**config.mk**
```make
export PLATFORM = sky130hd
export DESIGN_NAME = utility_bus_page_decoder
export DESIGN_NICKNAME = d
export VERILOG_FILES = /design/src/rtl/ubus_page_pkg.sv /design/src/rtl/utility_bus_page_decoder.sv /design/src/rtl/page_decoder.sv
export SDC_FILE = /design/constraint.sdc
export NUM_CORES = 1
export LEC_CHECK = 0
export ABC_CLOCK_PERIOD_IN_PS = 2100
export BUFFER_PORTS_ARGS = -buffer_cell sky130_fd_sc_hd__buf_2
export CORE_MARGIN = 3
export CORE_UTILIZATION = 45
export CTS_CLUSTER_SIZE = 20
export DETAILED_ROUTE_END_ITERATION = 10
export GPL_ROUTABILITY_DRIVEN = 1
export PLACE_DENSITY = 0.83
export SYNTH_ARGS = -nofsm -noshare
export SYNTH_HDL_FRONTEND = slang
export SYNTH_SLANG_ARGS = --single-unit
```
**constraint.sdc**
```tcl
create_clock -name clk_sys_in -period 2.1 [get_ports clk_sys_in]
set_input_delay 0.315 -clock clk_sys_in [delete_from_list [all_inputs] [get_ports clk_sys_in]]
set_output_delay 0.315 -clock clk_sys_in [all_outputs]
set_load 0.01 [all_outputs]
```
**src/rtl/ubus_page_pkg.sv**
```systemverilog
// shared types and constants for the utility bus page decoder
// assumes one clock and a synchronous reset; the port sees local addresses only
package ubus_page_pkg;

  // ----------------------------------------------------------------
  // bus widths
  // ----------------------------------------------------------------
  localparam int ADDR_W = 32;
  localparam int DATA_W = 64;
  localparam int STRB_W = 8;
  localparam int ID_W   = 4;

  // ----------------------------------------------------------------
  // address fields of the local map
  // ----------------------------------------------------------------
  localparam int OFFSET_LSB = 0;   // byte offset inside a 64KB page
  localparam int PAGE_LSB   = 16;  // page digit
  localparam int CORE_LSB   = 20;  // core instance digit
  localparam int UPPER_LSB  = 24;  // bits above the local map, must be zero

  localparam logic [3:0] CORE_COUNT       = 4'h4;  // cores behind this port
  localparam logic [3:0] FIRST_CORE       = 4'h0;  // first core of the complex
  localparam logic [3:0] PAGE_ACTIVITY    = 4'h9;
  localparam logic [3:0] PAGE_CORE_ERR    = 4'ha;
  localparam logic [3:0] PAGE_POWER       = 4'hb;
  localparam logic [3:0] PAGE_COMPLEX_ERR = 4'hc;
  localparam logic [3:0] PAGE_RSVD_FIRST  = 4'hd;

  // ----------------------------------------------------------------
  // layout inside an error record page
  // ----------------------------------------------------------------
  localparam logic [15:0] REC_END   = 16'h0040;  // records live below this
  localparam logic [15:0] PFG_FIRST = 16'h0800;
  localparam logic [15:0] PFG_LAST  = 16'h0810;  // last pseudo-fault word base
  localparam logic [15:0] PFG_END   = 16'h0817;  // last byte of that word
  localparam logic [15:0] ID_FIRST  = 16'h0e00;
  localparam logic [15:0] ID_LAST   = 16'h0fff;

  localparam logic [31:0] BEAT_STEP = 32'h0000_0008;  // one 64-bit beat
  localparam logic [1:0]  RESP_OKAY = 2'h0;
  localparam logic [7:0]  LEN_ONE   = 8'h01;

  typedef enum logic [1:0] {PK_ACTIVITY, PK_CORE_ERR, PK_POWER, PK_COMPLEX_ERR} page_kind_t;

  typedef enum logic [2:0] {
    ST_IDLE, ST_RD_ISSUE, ST_RD_WAIT, ST_RD_RESP, ST_WR_DATA, ST_WR_ISSUE, ST_WR_WAIT, ST_WR_RESP
  } bus_state_t;

  typedef struct packed {
    logic              hit;          // documented page and offset
    logic              secure_only;  // page refuses non-secure access
    page_kind_t        kind;
    logic [3:0]        core;
    logic [15:0]       offset;
  } page_sel_t;

  typedef struct packed {
    logic              valid;
    logic              write;
    page_kind_t        kind;
    logic [3:0]        core;
    logic [15:0]       offset;
    logic [DATA_W-1:0] wdata;
    logic [STRB_W-1:0] wstrb;
  } reg_req_t;

  typedef struct packed {
    logic              valid;
    logic [ADDR_W-1:0] addr;
    logic [2:0]        prot;
    logic [ID_W-1:0]   id;
    logic [7:0]        len;
  } axi_addr_t;

  typedef struct packed {
    logic              valid;
    logic [DATA_W-1:0] data;
    logic [STRB_W-1:0] strb;
    logic              last;
  } axi_w_t;

  typedef struct packed {
    logic              valid;
    logic [ID_W-1:0]   id;
    logic [1:0]        resp;
  } axi_b_t;

  typedef struct packed {
    logic              valid;
    logic [ID_W-1:0]   id;
    logic [DATA_W-1:0] data;
    logic [1:0]        resp;
    logic              last;
  } axi_r_t;

  // address of the following beat of an incrementing burst
  function automatic logic [ADDR_W-1:0] next_beat(input logic [ADDR_W-1:0] addr);
    next_beat = addr + BEAT_STEP;
  endfunction : next_beat

endpackage : ubus_page_pkg

```
**src/rtl/utility_bus_page_decoder.sv**
```systemverilog
// 64-bit subordinate port that routes beats to per-core register set pages
// assumes register sets answer each request with one done pulse, within 300 cycles
module utility_bus_page_decoder
  import ubus_page_pkg::*;
(
  input  wire logic              clk_sys_in,
  input  wire logic              sys_rst_in,
  input  wire axi_addr_t         aw_in,
  output logic                   aw_ready_out,
  input  wire axi_w_t            w_in,
  output logic                   w_ready_out,
  output axi_b_t                 b_out,
  input  wire logic              b_ready_in,
  input  wire axi_addr_t         ar_in,
  output logic                   ar_ready_out,
  output axi_r_t                 r_out,
  input  wire logic              r_ready_in,
  output reg_req_t               req_out,
  input  wire logic [DATA_W-1:0] req_rdata_in,
  input  wire logic              req_done_in
);

  // ----------------------------------------------------------------
  // state
  // ----------------------------------------------------------------
  typedef struct packed {
    bus_state_t        st;
    logic [ADDR_W-1:0] addr;
    logic [2:0]        prot;
    logic [ID_W-1:0]   id;
    logic [7:0]        len;
    logic              last;
    logic              ar_ready;
    logic              aw_ready;
    logic              w_ready;
    axi_b_t            b;
    axi_r_t            r;
    reg_req_t          req;
  } core_state_t;

  core_state_t s;
  core_state_t next_s;
  page_sel_t   sel;
  logic        allowed;
  logic        beat_done;

  // decode always looks at the beat currently held
  page_decoder u_decode (
    .addr_in     (s.addr),
    .prot_in     (s.prot),
    .sel_out     (sel),
    .allowed_out (allowed)
  );

  // ----------------------------------------------------------------
  // transfer sequencing
  // ----------------------------------------------------------------
  // one transaction at a time keeps ordering trivial; throughput is not a goal here
  always_comb begin
    next_s           = s;
    next_s.req.valid = 1'b0;
    beat_done        = 1'b0;
    case (s.st)
      ST_IDLE: begin
        if (ar_in.valid && s.ar_ready) begin
          next_s.addr     = ar_in.addr;
          next_s.prot     = ar_in.prot;
          next_s.id       = ar_in.id;
          next_s.len      = ar_in.len;
          next_s.ar_ready = 1'b0;
          next_s.aw_ready = 1'b0;
          next_s.st       = ST_RD_ISSUE;
        end else if (aw_in.valid && s.aw_ready) begin
          next_s.addr     = aw_in.addr;
          next_s.prot     = aw_in.prot;
          next_s.id       = aw_in.id;
          next_s.len      = aw_in.len;
          next_s.ar_ready = 1'b0;
          next_s.aw_ready = 1'b0;
          next_s.w_ready  = 1'b1;
          next_s.st       = ST_WR_DATA;
        end else begin
          // only one address channel is open at a time, so both can never be taken together
          next_s.ar_ready = ~s.ar_ready;
          next_s.aw_ready = s.ar_ready;
        end
      end
      ST_RD_ISSUE: begin
        next_s.r.id   = s.id;
        next_s.r.resp = RESP_OKAY;
        next_s.r.last = (s.len == '0);
        if (allowed) begin
          next_s.req.valid  = 1'b1;
          next_s.req.write  = 1'b0;
          next_s.req.kind   = sel.kind;
          next_s.req.core   = sel.core;
          next_s.req.offset = sel.offset;
          next_s.st         = ST_RD_WAIT;
        end else begin
          next_s.r.valid = 1'b1;
          next_s.r.data  = '0;
          next_s.st      = ST_RD_RESP;
        end
      end
      ST_RD_WAIT: begin
        if (req_done_in) begin
          next_s.r.valid = 1'b1;
          next_s.r.data  = req_rdata_in;
          next_s.st      = ST_RD_RESP;
        end
      end
      ST_RD_RESP: begin
        if (r_ready_in) begin
          next_s.r.valid = 1'b0;
          if (s.r.last) begin
            next_s.aw_ready = 1'b1;  // writes get the next turn
            next_s.st       = ST_IDLE;
          end else begin
            next_s.addr = next_beat(s.addr);
            next_s.len  = s.len - LEN_ONE;
            next_s.st   = ST_RD_ISSUE;
          end
        end
      end
      ST_WR_DATA: begin
        if (w_in.valid) begin
          next_s.req.wdata = w_in.data;
          next_s.req.wstrb = w_in.strb;
          next_s.last      = w_in.last;
          next_s.w_ready   = 1'b0;
          next_s.st        = ST_WR_ISSUE;
        end
      end
      ST_WR_ISSUE: begin
        if (allowed) begin
          next_s.req.valid  = 1'b1;
          next_s.req.write  = 1'b1;
          next_s.req.kind   = sel.kind;
          next_s.req.core   = sel.core;
          next_s.req.offset = sel.offset;
          next_s.st         = ST_WR_WAIT;
        end else begin
          beat_done = 1'b1;
        end
      end
      ST_WR_WAIT: beat_done = req_done_in;
      ST_WR_RESP: begin
        if (b_ready_in) begin
          next_s.b.valid  = 1'b0;
          next_s.ar_ready = 1'b1;  // reads get the next turn
          next_s.st       = ST_IDLE;
        end
      end
      default: next_s = '0;
    endcase
    // common end of a write beat
    if (beat_done) begin
      if (s.last) begin
        next_s.b.valid = 1'b1;
        next_s.b.id    = s.id;
        next_s.b.resp  = RESP_OKAY;
        next_s.st      = ST_WR_RESP;
      end else begin
        next_s.addr    = next_beat(s.addr);
        next_s.w_ready = 1'b1;
        next_s.st      = ST_WR_DATA;
      end
    end
  end

  // state register
  always_ff @(posedge clk_sys_in) begin
    if (sys_rst_in) begin
      s <= '0;
    end else begin
      s <= next_s;
    end
  end

  // ----------------------------------------------------------------
  // outputs, all straight from the state register
  // ----------------------------------------------------------------
  // single 64-bit port
  assign aw_ready_out = s.aw_ready;
  assign w_ready_out  = s.w_ready;
  assign ar_ready_out = s.ar_ready;
  assign b_out        = s.b;
  assign r_out        = s.r;
  assign req_out      = s.req;

  logic ar_take;
  logic err_kind;
  assign ar_take  = ar_in.valid && s.ar_ready && (s.st == ST_IDLE);
  assign err_kind = (req_out.kind == PK_CORE_ERR) || (req_out.kind == PK_COMPLEX_ERR);
endmodule : utility_bus_page_decoder

```
**src/rtl/page_decoder.sv**
```systemverilog
// combinational page decode of one local utility bus address
// assumes the address has already had the system base removed
module page_decoder
  import ubus_page_pkg::*;
(
  input  wire logic [ADDR_W-1:0] addr_in,
  input  wire logic [2:0]        prot_in,
  output page_sel_t              sel_out,
  output logic                   allowed_out
);

  // ----------------------------------------------------------------
  // offset check for error record pages
  // ----------------------------------------------------------------
  function automatic logic err_offset_ok(input logic [15:0] off);
    err_offset_ok = (off < REC_END) || (off >= PFG_FIRST && off <= PFG_END) ||
                    (off >= ID_FIRST && off <= ID_LAST);
  endfunction : err_offset_ok

  logic [3:0] page;
  logic       upper_ok;
  logic       core_ok;

  // split the address into core digit, page digit and offset
  always_comb begin
    page                = addr_in[PAGE_LSB +: 4];
    upper_ok            = (addr_in[ADDR_W-1:UPPER_LSB] == '0);
    core_ok             = (addr_in[CORE_LSB +: 4] < CORE_COUNT);
    sel_out.core        = addr_in[CORE_LSB +: 4];
    sel_out.offset      = addr_in[OFFSET_LSB +: 16];
    sel_out.hit         = 1'b0;
    sel_out.secure_only = 1'b1;
    sel_out.kind        = PK_ACTIVITY;
    case (page)
      PAGE_ACTIVITY: begin
        sel_out.hit         = 1'b1;
        sel_out.secure_only = 1'b0;
      end
      PAGE_CORE_ERR: begin
        sel_out.kind = PK_CORE_ERR;
        sel_out.hit  = err_offset_ok(addr_in[15:0]);
      end
      PAGE_POWER: begin
        sel_out.kind = PK_POWER;
        sel_out.hit  = 1'b1;
      end
      PAGE_COMPLEX_ERR: begin
        sel_out.kind = PK_COMPLEX_ERR;
        sel_out.hit  = (addr_in[CORE_LSB +: 4] == FIRST_CORE) && err_offset_ok(addr_in[15:0]);
      end
      default: sel_out.hit = 1'b0;
    endcase
    allowed_out = sel_out.hit && upper_ok && core_ok && !(sel_out.secure_only && prot_in[1]);
  end

endmodule : page_decoder

```
Word level (Yosys, flattened, before mapping)
Index checks and enable logic that the tools add are counted.
Operators by class
  reductions and logical operators: 34
  order comparisons: 6
  bitwise gates (word level): 1
  eq/ne operators: 26
  multiplexer cells: 49
  add/subtract/negate cells: 2
Operators by type and width (number)
  $mux W64: 2
  $pmux W64 S2: 1
  $mux W50: 2
  $mux W35: 2
  $mux W32: 2
  $pmux W32 S2: 1
  $mux W24: 2
  $pmux W24 S2: 1
  $add A32 B4 Y32 const B: 1
  $ge A16 B12 Y1 const B: 2
  $le A16 B12 Y1 const B: 2
  $mux W8: 3
  $pmux W3 S7: 1
  $ne A3 B3 Y1 const B: 6
  $eq A4 B4 Y1 const B: 4
  $logic_not A8 Y1: 2
  $lt A16 B7 Y1 const B: 1
  $mux W1: 16
  $ne A2 B2 Y1 const B: 8
  $pmux W8 S2: 1
  $eq A3 B3 Y1 const B: 4
  $mux W3: 4
  $reduce_bool A2 Y1: 5
  $logic_and A1 B1 Y1: 9
  22 further kinds: 36
Word-level totals
  output and inout port bits: 178
  input port bits: 239
  bits in registers: 224

Logic depth before layout (Yosys ltp)
  depth in word-level cells: 13
  mapped depth: 11
  gate-level depth less buffers: 8

By module
From an unflattened synthesis, not the netlist that was laid out.
Unflattened totals
  cell total of the unflattened synthesis: 1367
  area total of the unflattened synthesis: 11074.4 um^2
Modules (own cells, without submodules)
  utility_bus_page_decoder: cells each 1321, area an instance 10717.8 um^2, sequential area each 4504.3 um^2, times used 1
  page_decoder: cells each 46, area an instance 356.6 um^2, sequential area each 0.0 um^2, times used 1

Worst setup path before layout
Ideal clock, no wire load.
  path kind: register to register
  start: reg s[226] in the netlist's numbering
  end: reg s[205] in the netlist's numbering
  stages on the path, launching flop included: 12
  required time: 1.965 ns
  path slack: 0.037 ns
  clock period less this slack: 2.063 ns
  arrival time: 1.928 ns
  cells stage by stage: dfxtp_1 > buf_2 > or3_1 > buf_2 > a21oi_4 > inv_2 > and2_1 > buf_6 > and2_4 > buf_2 > o21ai_1 > o311ai_1
Between the ends
  cells in the longest elaborated chain, start to end: 4
Ends and longest elaborated chain
  start, declared: line utility_bus_page_decoder.sv:41  | core_state_t s;
  start signal, assigned: line utility_bus_page_decoder.sv:176  | s <= next_s;
  $eq A3 B2 Y1 or $logic_not A3 Y1 (tied branches): line utility_bus_page_decoder.sv:63  | case (s.st)
  $pmux W32 S2: line utility_bus_page_decoder.sv:63
  $mux W32: line utility_bus_page_decoder.sv:158  | if (s.last) begin
  $mux W35 (*): line utility_bus_page_decoder.sv:157  | if (beat_done) begin
Mark *: on every way between the ends. The rest lies on a longest branch, timed or not.
A chain may end at the register's enable or synchronous reset.

Worst setup path after layout
  start: reg s[210] in the netlist's numbering
  end: reg s[200] in the netlist's numbering
Between the ends
  cells in the longest elaborated chain, start to end: 9
Ends and longest elaborated chain
  $eq A4 B4 Y1: line page_decoder.sv:34  | case (page)
  $reduce_or A2 Y1 (no line)
  $pmux W1 S3: line page_decoder.sv:34
  $logic_and A1 B1 Y1 (2 in series): line page_decoder.sv:53  | allowed_out = sel_out.hit && upper_ok && core_ok && !(sel_out.secure_only && prot_in[1]);
  $logic_and A1 B1 Y1 (*): line page_decoder.sv:53
  $mux W1 (*): line utility_bus_page_decoder.sv:135  | if (allowed) begin
  $pmux W1 S2 (*): line utility_bus_page_decoder.sv:63
  $mux W35 (*): line utility_bus_page_decoder.sv:157
Marks and branches as above.

==> summary by stage <==
Critical path
The largest individual stage delay along the critical path comes from the cell sky130_fd_sc_hd__a221o_1. The worst stage delay on the critical path is 0.40 ns. The critical path buffer and inverter count is 2. STA classifies the critical path startpoint as a flip-flop. The critical path's top delay family is compound AO/OA/AOI/OAI gates. The worst setup path is captured at a flip-flop. The classification of the worst setup path is flip-flop to flip-flop. The arrival time at the worst endpoint is 2.66 ns.

The signal on the critical path passes through nor4_2, nand3_1, a221o_1, o211ai_4, buf_6, clkbuf_16, nor2b_1, o21ai_1, o311ai_1. The largest fanout on the critical path is 8. STA puts the critical path data required time at 2.47 ns.

Power
The total power per unit cell area is 1010 nW/µm². The net switching power is 0.00465 W. The internal power of the cells totals 0.00936 W. The fraction of power consumed by sequential logic is 0.353. Of the total power, the share spent switching nets is 0.332. The leakage power is 6.06 nW. VDD sags by at most 494 µV. The power share of the combinational group is 0.332.

Of the total power, the clock network draws 0.316.

Detailed routing
The antenna violation net count after detailed routing is 0. After the first detailed-routing iteration, the DRC count stood at 1,049. For this run, design rule violations remaining after detail routing come to 0. The iteration count of the initial detailed-routing pass is 6. The average wire per cell in the routed design is 18.1 µm. The post-detailed-route via-to-cell ratio is 5.46.

The final wirelength is 36,500 µm. The routed layout has 11,032 vias.

Finish
Relative to the synthesized area, the layout overhead comes to 28.8%. In the layout the commonest cells are sky130_fd_sc_hd__buf_2, sky130_fd_sc_hd__nand2_1, sky130_fd_sc_hd__dfxtp_1. For this run, the post-layout net count is 1,921.

The sequential cell area is 4470 µm². The library cell used most frequently in the layout, excluding fill and tap cells, is sky130_fd_sc_hd__buf_2. With fillers left out, the area of the finished cells amounts to 13,900 µm². The filler cell count in the final layout is 2,049.

The share of post-route cells with drive strength above 1 is 0.373. The area occupied by multi-input gates is 4840 µm².

Clock tree
The clock root buffer is sky130_fd_sc_hd__clkbuf_16. Hold repair after CTS inserted 0 buffers. In this run the number of H-tree levels came out at 1.

Clock latency on the worst-skew pair, taken at its later pin, is 0.52 ns. Clock-pin slew was measured on the worst setup and hold paths at 0.06 ns. The number of CTS-inserted buffers is 25. The buffer levels on the longest clock path is 3. TritonCTS built the clock tree. The sink count of the clock tree is 223.

Floorplan
The floorplan has 56 rows. The die outline width is 161 µm. 417 I/O pins were placed. The vertical die dimension is 161 µm. The die covers 26,000 µm².

The standard cell core area is 23,500 µm². The initial core utilization is 0.460.

STA
The final total negative setup slack is -4.24 ns. Dividing the final minimum period by the clock period gives 1.09. The max-slew violation total from the final report is 0. The setup slack after layout is -0.187 ns. The worst pin sits at a relative slew slack of 0.390.

The number of hold violations in the final report is 0. Subtracting the final worst setup slack from the clock period gives 2.29 ns. Clock skew on the completed layout was measured at 0.0120 ns.

Setup repair after global routing could not meet its margin everywhere. Based on the critical path, the design can be clocked at up to 0.437 GHz. The transition time at the pin with the least slew margin is 0.915 ns. Setup violations remaining at the end of the flow were counted as 81.

Logic synthesis
During synthesis, Yosys emitted a total of 0 warnings. The number of synthesized flops with an enable pin is 0. In this run the cell area of the synthesized design comes to 10,800 µm². In this run, synthesis produced a sequential element count of 223. The share of the Yosys chip area taken by registers is 0.412. By area the synthesized netlist is led by sky130_fd_sc_hd__dfxtp_1, sky130_fd_sc_hd__buf_4, sky130_fd_sc_hd__nand2_1. The prevailing post-synth register cell is sky130_fd_sc_hd__dfxtp_1. The synthesized area per cell is 7.78 µm².

The number of distinct library cells after synthesis is 59. The share of synthesized area in the top cell type comes to 0.412. In the synthesized netlist the async set-or-reset flop fraction comes to 0.

Of all cell types, the one taking the most synthesized area is sky130_fd_sc_hd__dfxtp_1. Synthesis produced 1,392 cells.

Run status
The run finished, with violations left. The checks that failed: setup timing.

GRT
Entering global routing, the biggest net connects 181 pins. The met2 capacity usage during global routing is 0.421. The global-route wire length before repair is 51,300 µm. met2 is the most crowded layer. The overall overflow remaining after global route is 0. The met3 usage in global routing is 0.0523.

The number of global-route vias before repair is 10,034. The fraction of met1 tracks used by global routing is 0.288. For this run, the total global-route usage over all layers was measured as 0.240. The initial antenna violation count is 7.

Place
The port buffer count is 408. The final RePlAce weighted congestion is 0.909. Once detailed placement completed, the half-perimeter wirelength came to 24,400 µm. The cell area after placement is 12,300 µm².

Worst hold path
The path class of the lowest-slack min-delay path is primary input to flip-flop.

Run
The count of maximum capacitance violations is 0.
-- through the flow --
stage	setup WS, ns	hold WS (ns)	cells	util	total power (W)
2_1_floorplan	0.0374	0.432	1395	-	0.00739
3_5_place_dp	-0.0720	0.442	1938	0.523	0.00870
3_3_place_gp	-0.00929	0.436	1938	0.523	0.00860
5_1_grt	-0.253	0.0147	2020	0.592	0.0146
4_1_cts	-0.0457	0.00319	1986	0.563	0.0133
6_report	-0.187	0.0300	2021	0.592	0.0140
-- worst min-delay path, stage by stage --
cell	delay (ns)
sky130_fd_sc_hd__buf_2	0.09
sky130_fd_sc_hd__nand2_1	0.04
sky130_fd_sc_hd__a21oi_1	0.05
-- what timing repair did --
| action | in CTS | in global routing |
|---|---|---|
| gates cloned | 1 | 14 |
| buffers inserted | 3 | 16 |
| setup endpoints to repair | 73 | 122 |
| pin swaps | 9 | 28 |
| gates resized for setup | 13 | 75 |
-- power by group through the flow --
stage / Sequential (W) / Clock, W / Combinational (W)
6_report: 0.00494 / 0.00443 / 0.00465
3_5_place_dp: 0.00498 / 0 / 0.00372
2_1_floorplan: 0.00497 / 0 / 0.00242
3_3_place_gp: 0.00496 / 0 / 0.00364
4_1_cts: 0.00490 / 0.00452 / 0.00390
5_1_grt: 0.00498 / 0.00469 / 0.00495
-- metal layers --
metal | wire length (µm) | vias to the layer above
met2 | 18100 | 601
met5 | 13 | -
met1 | 13800 | 5100
li1 | - | 5191
met3 | 2860 | 138
met4 | 1670 | 2
-- path summary, 6_finish.rpt --
kind	depth (start not counted)	end	from	slack (ns)
setup / recovery	9	s[200]	s[210]	-0.19
hold reg to reg	2	r_out[39]	r_out[39]	0.45
setup reg to reg	9	s[200]	s[210]	-0.19
hold / removal	3	req_out[37]	w_in[38]	0.03
-- layout make-up --
class / count / share of cell area
clock inverters: 9 / 0.00906
multi-input cells: 887 / 0.347
clock buffers: 35 / 0.0504
well taps: 319 / 0.0286
repair buffers: 523 / 0.238
flip-flops and latches: 223 / 0.321
diodes: 7 / 0.00126
inverters: 18 / 0.00485
-- cells in the mapped netlist (all sizes together) (5+ instances only) --
| cell | number |
|---|---|
| nor3 | 7 |
| dfxtp | 223 |
| inv | 18 |
| a31oi | 10 |
| and3 | 6 |
| o21ai | 55 |
| and2 | 9 |
| clkbuf | 59 |
| o311ai | 19 |
| a21oi | 198 |
| a222oi | 5 |
| nor4 | 11 |
| nor2 | 47 |
| mux2i | 5 |
| o22ai | 17 |
| nor2b | 8 |
| nand3 | 91 |
| a22o | 24 |
| buf | 212 |
| a221oi | 10 |
| xor2 | 5 |
| nand2 | 305 |
| nand4 | 5 |
-- flip-flops by register name, summed over array words and instances, names as in the netlist --
signal,count
ar_ready_out,1
aw_ready_out,1
b_out,5
r_out,70
req_out,96
s,49
w_ready_out,1
-- cell families after synthesis --
kind of cell    Yosys count  share of synthesized area
other cells               1                   0.000346
compound gates          359                      0.200
buf+inv                 289                      0.170
simple gates            505                      0.203
flops                   223                      0.412
mux                       6                    0.00566
fa+ha+maj                 4                    0.00462
xor+xnor                  5                    0.00404
No activity file was read; power rests on OpenSTA's default activity.
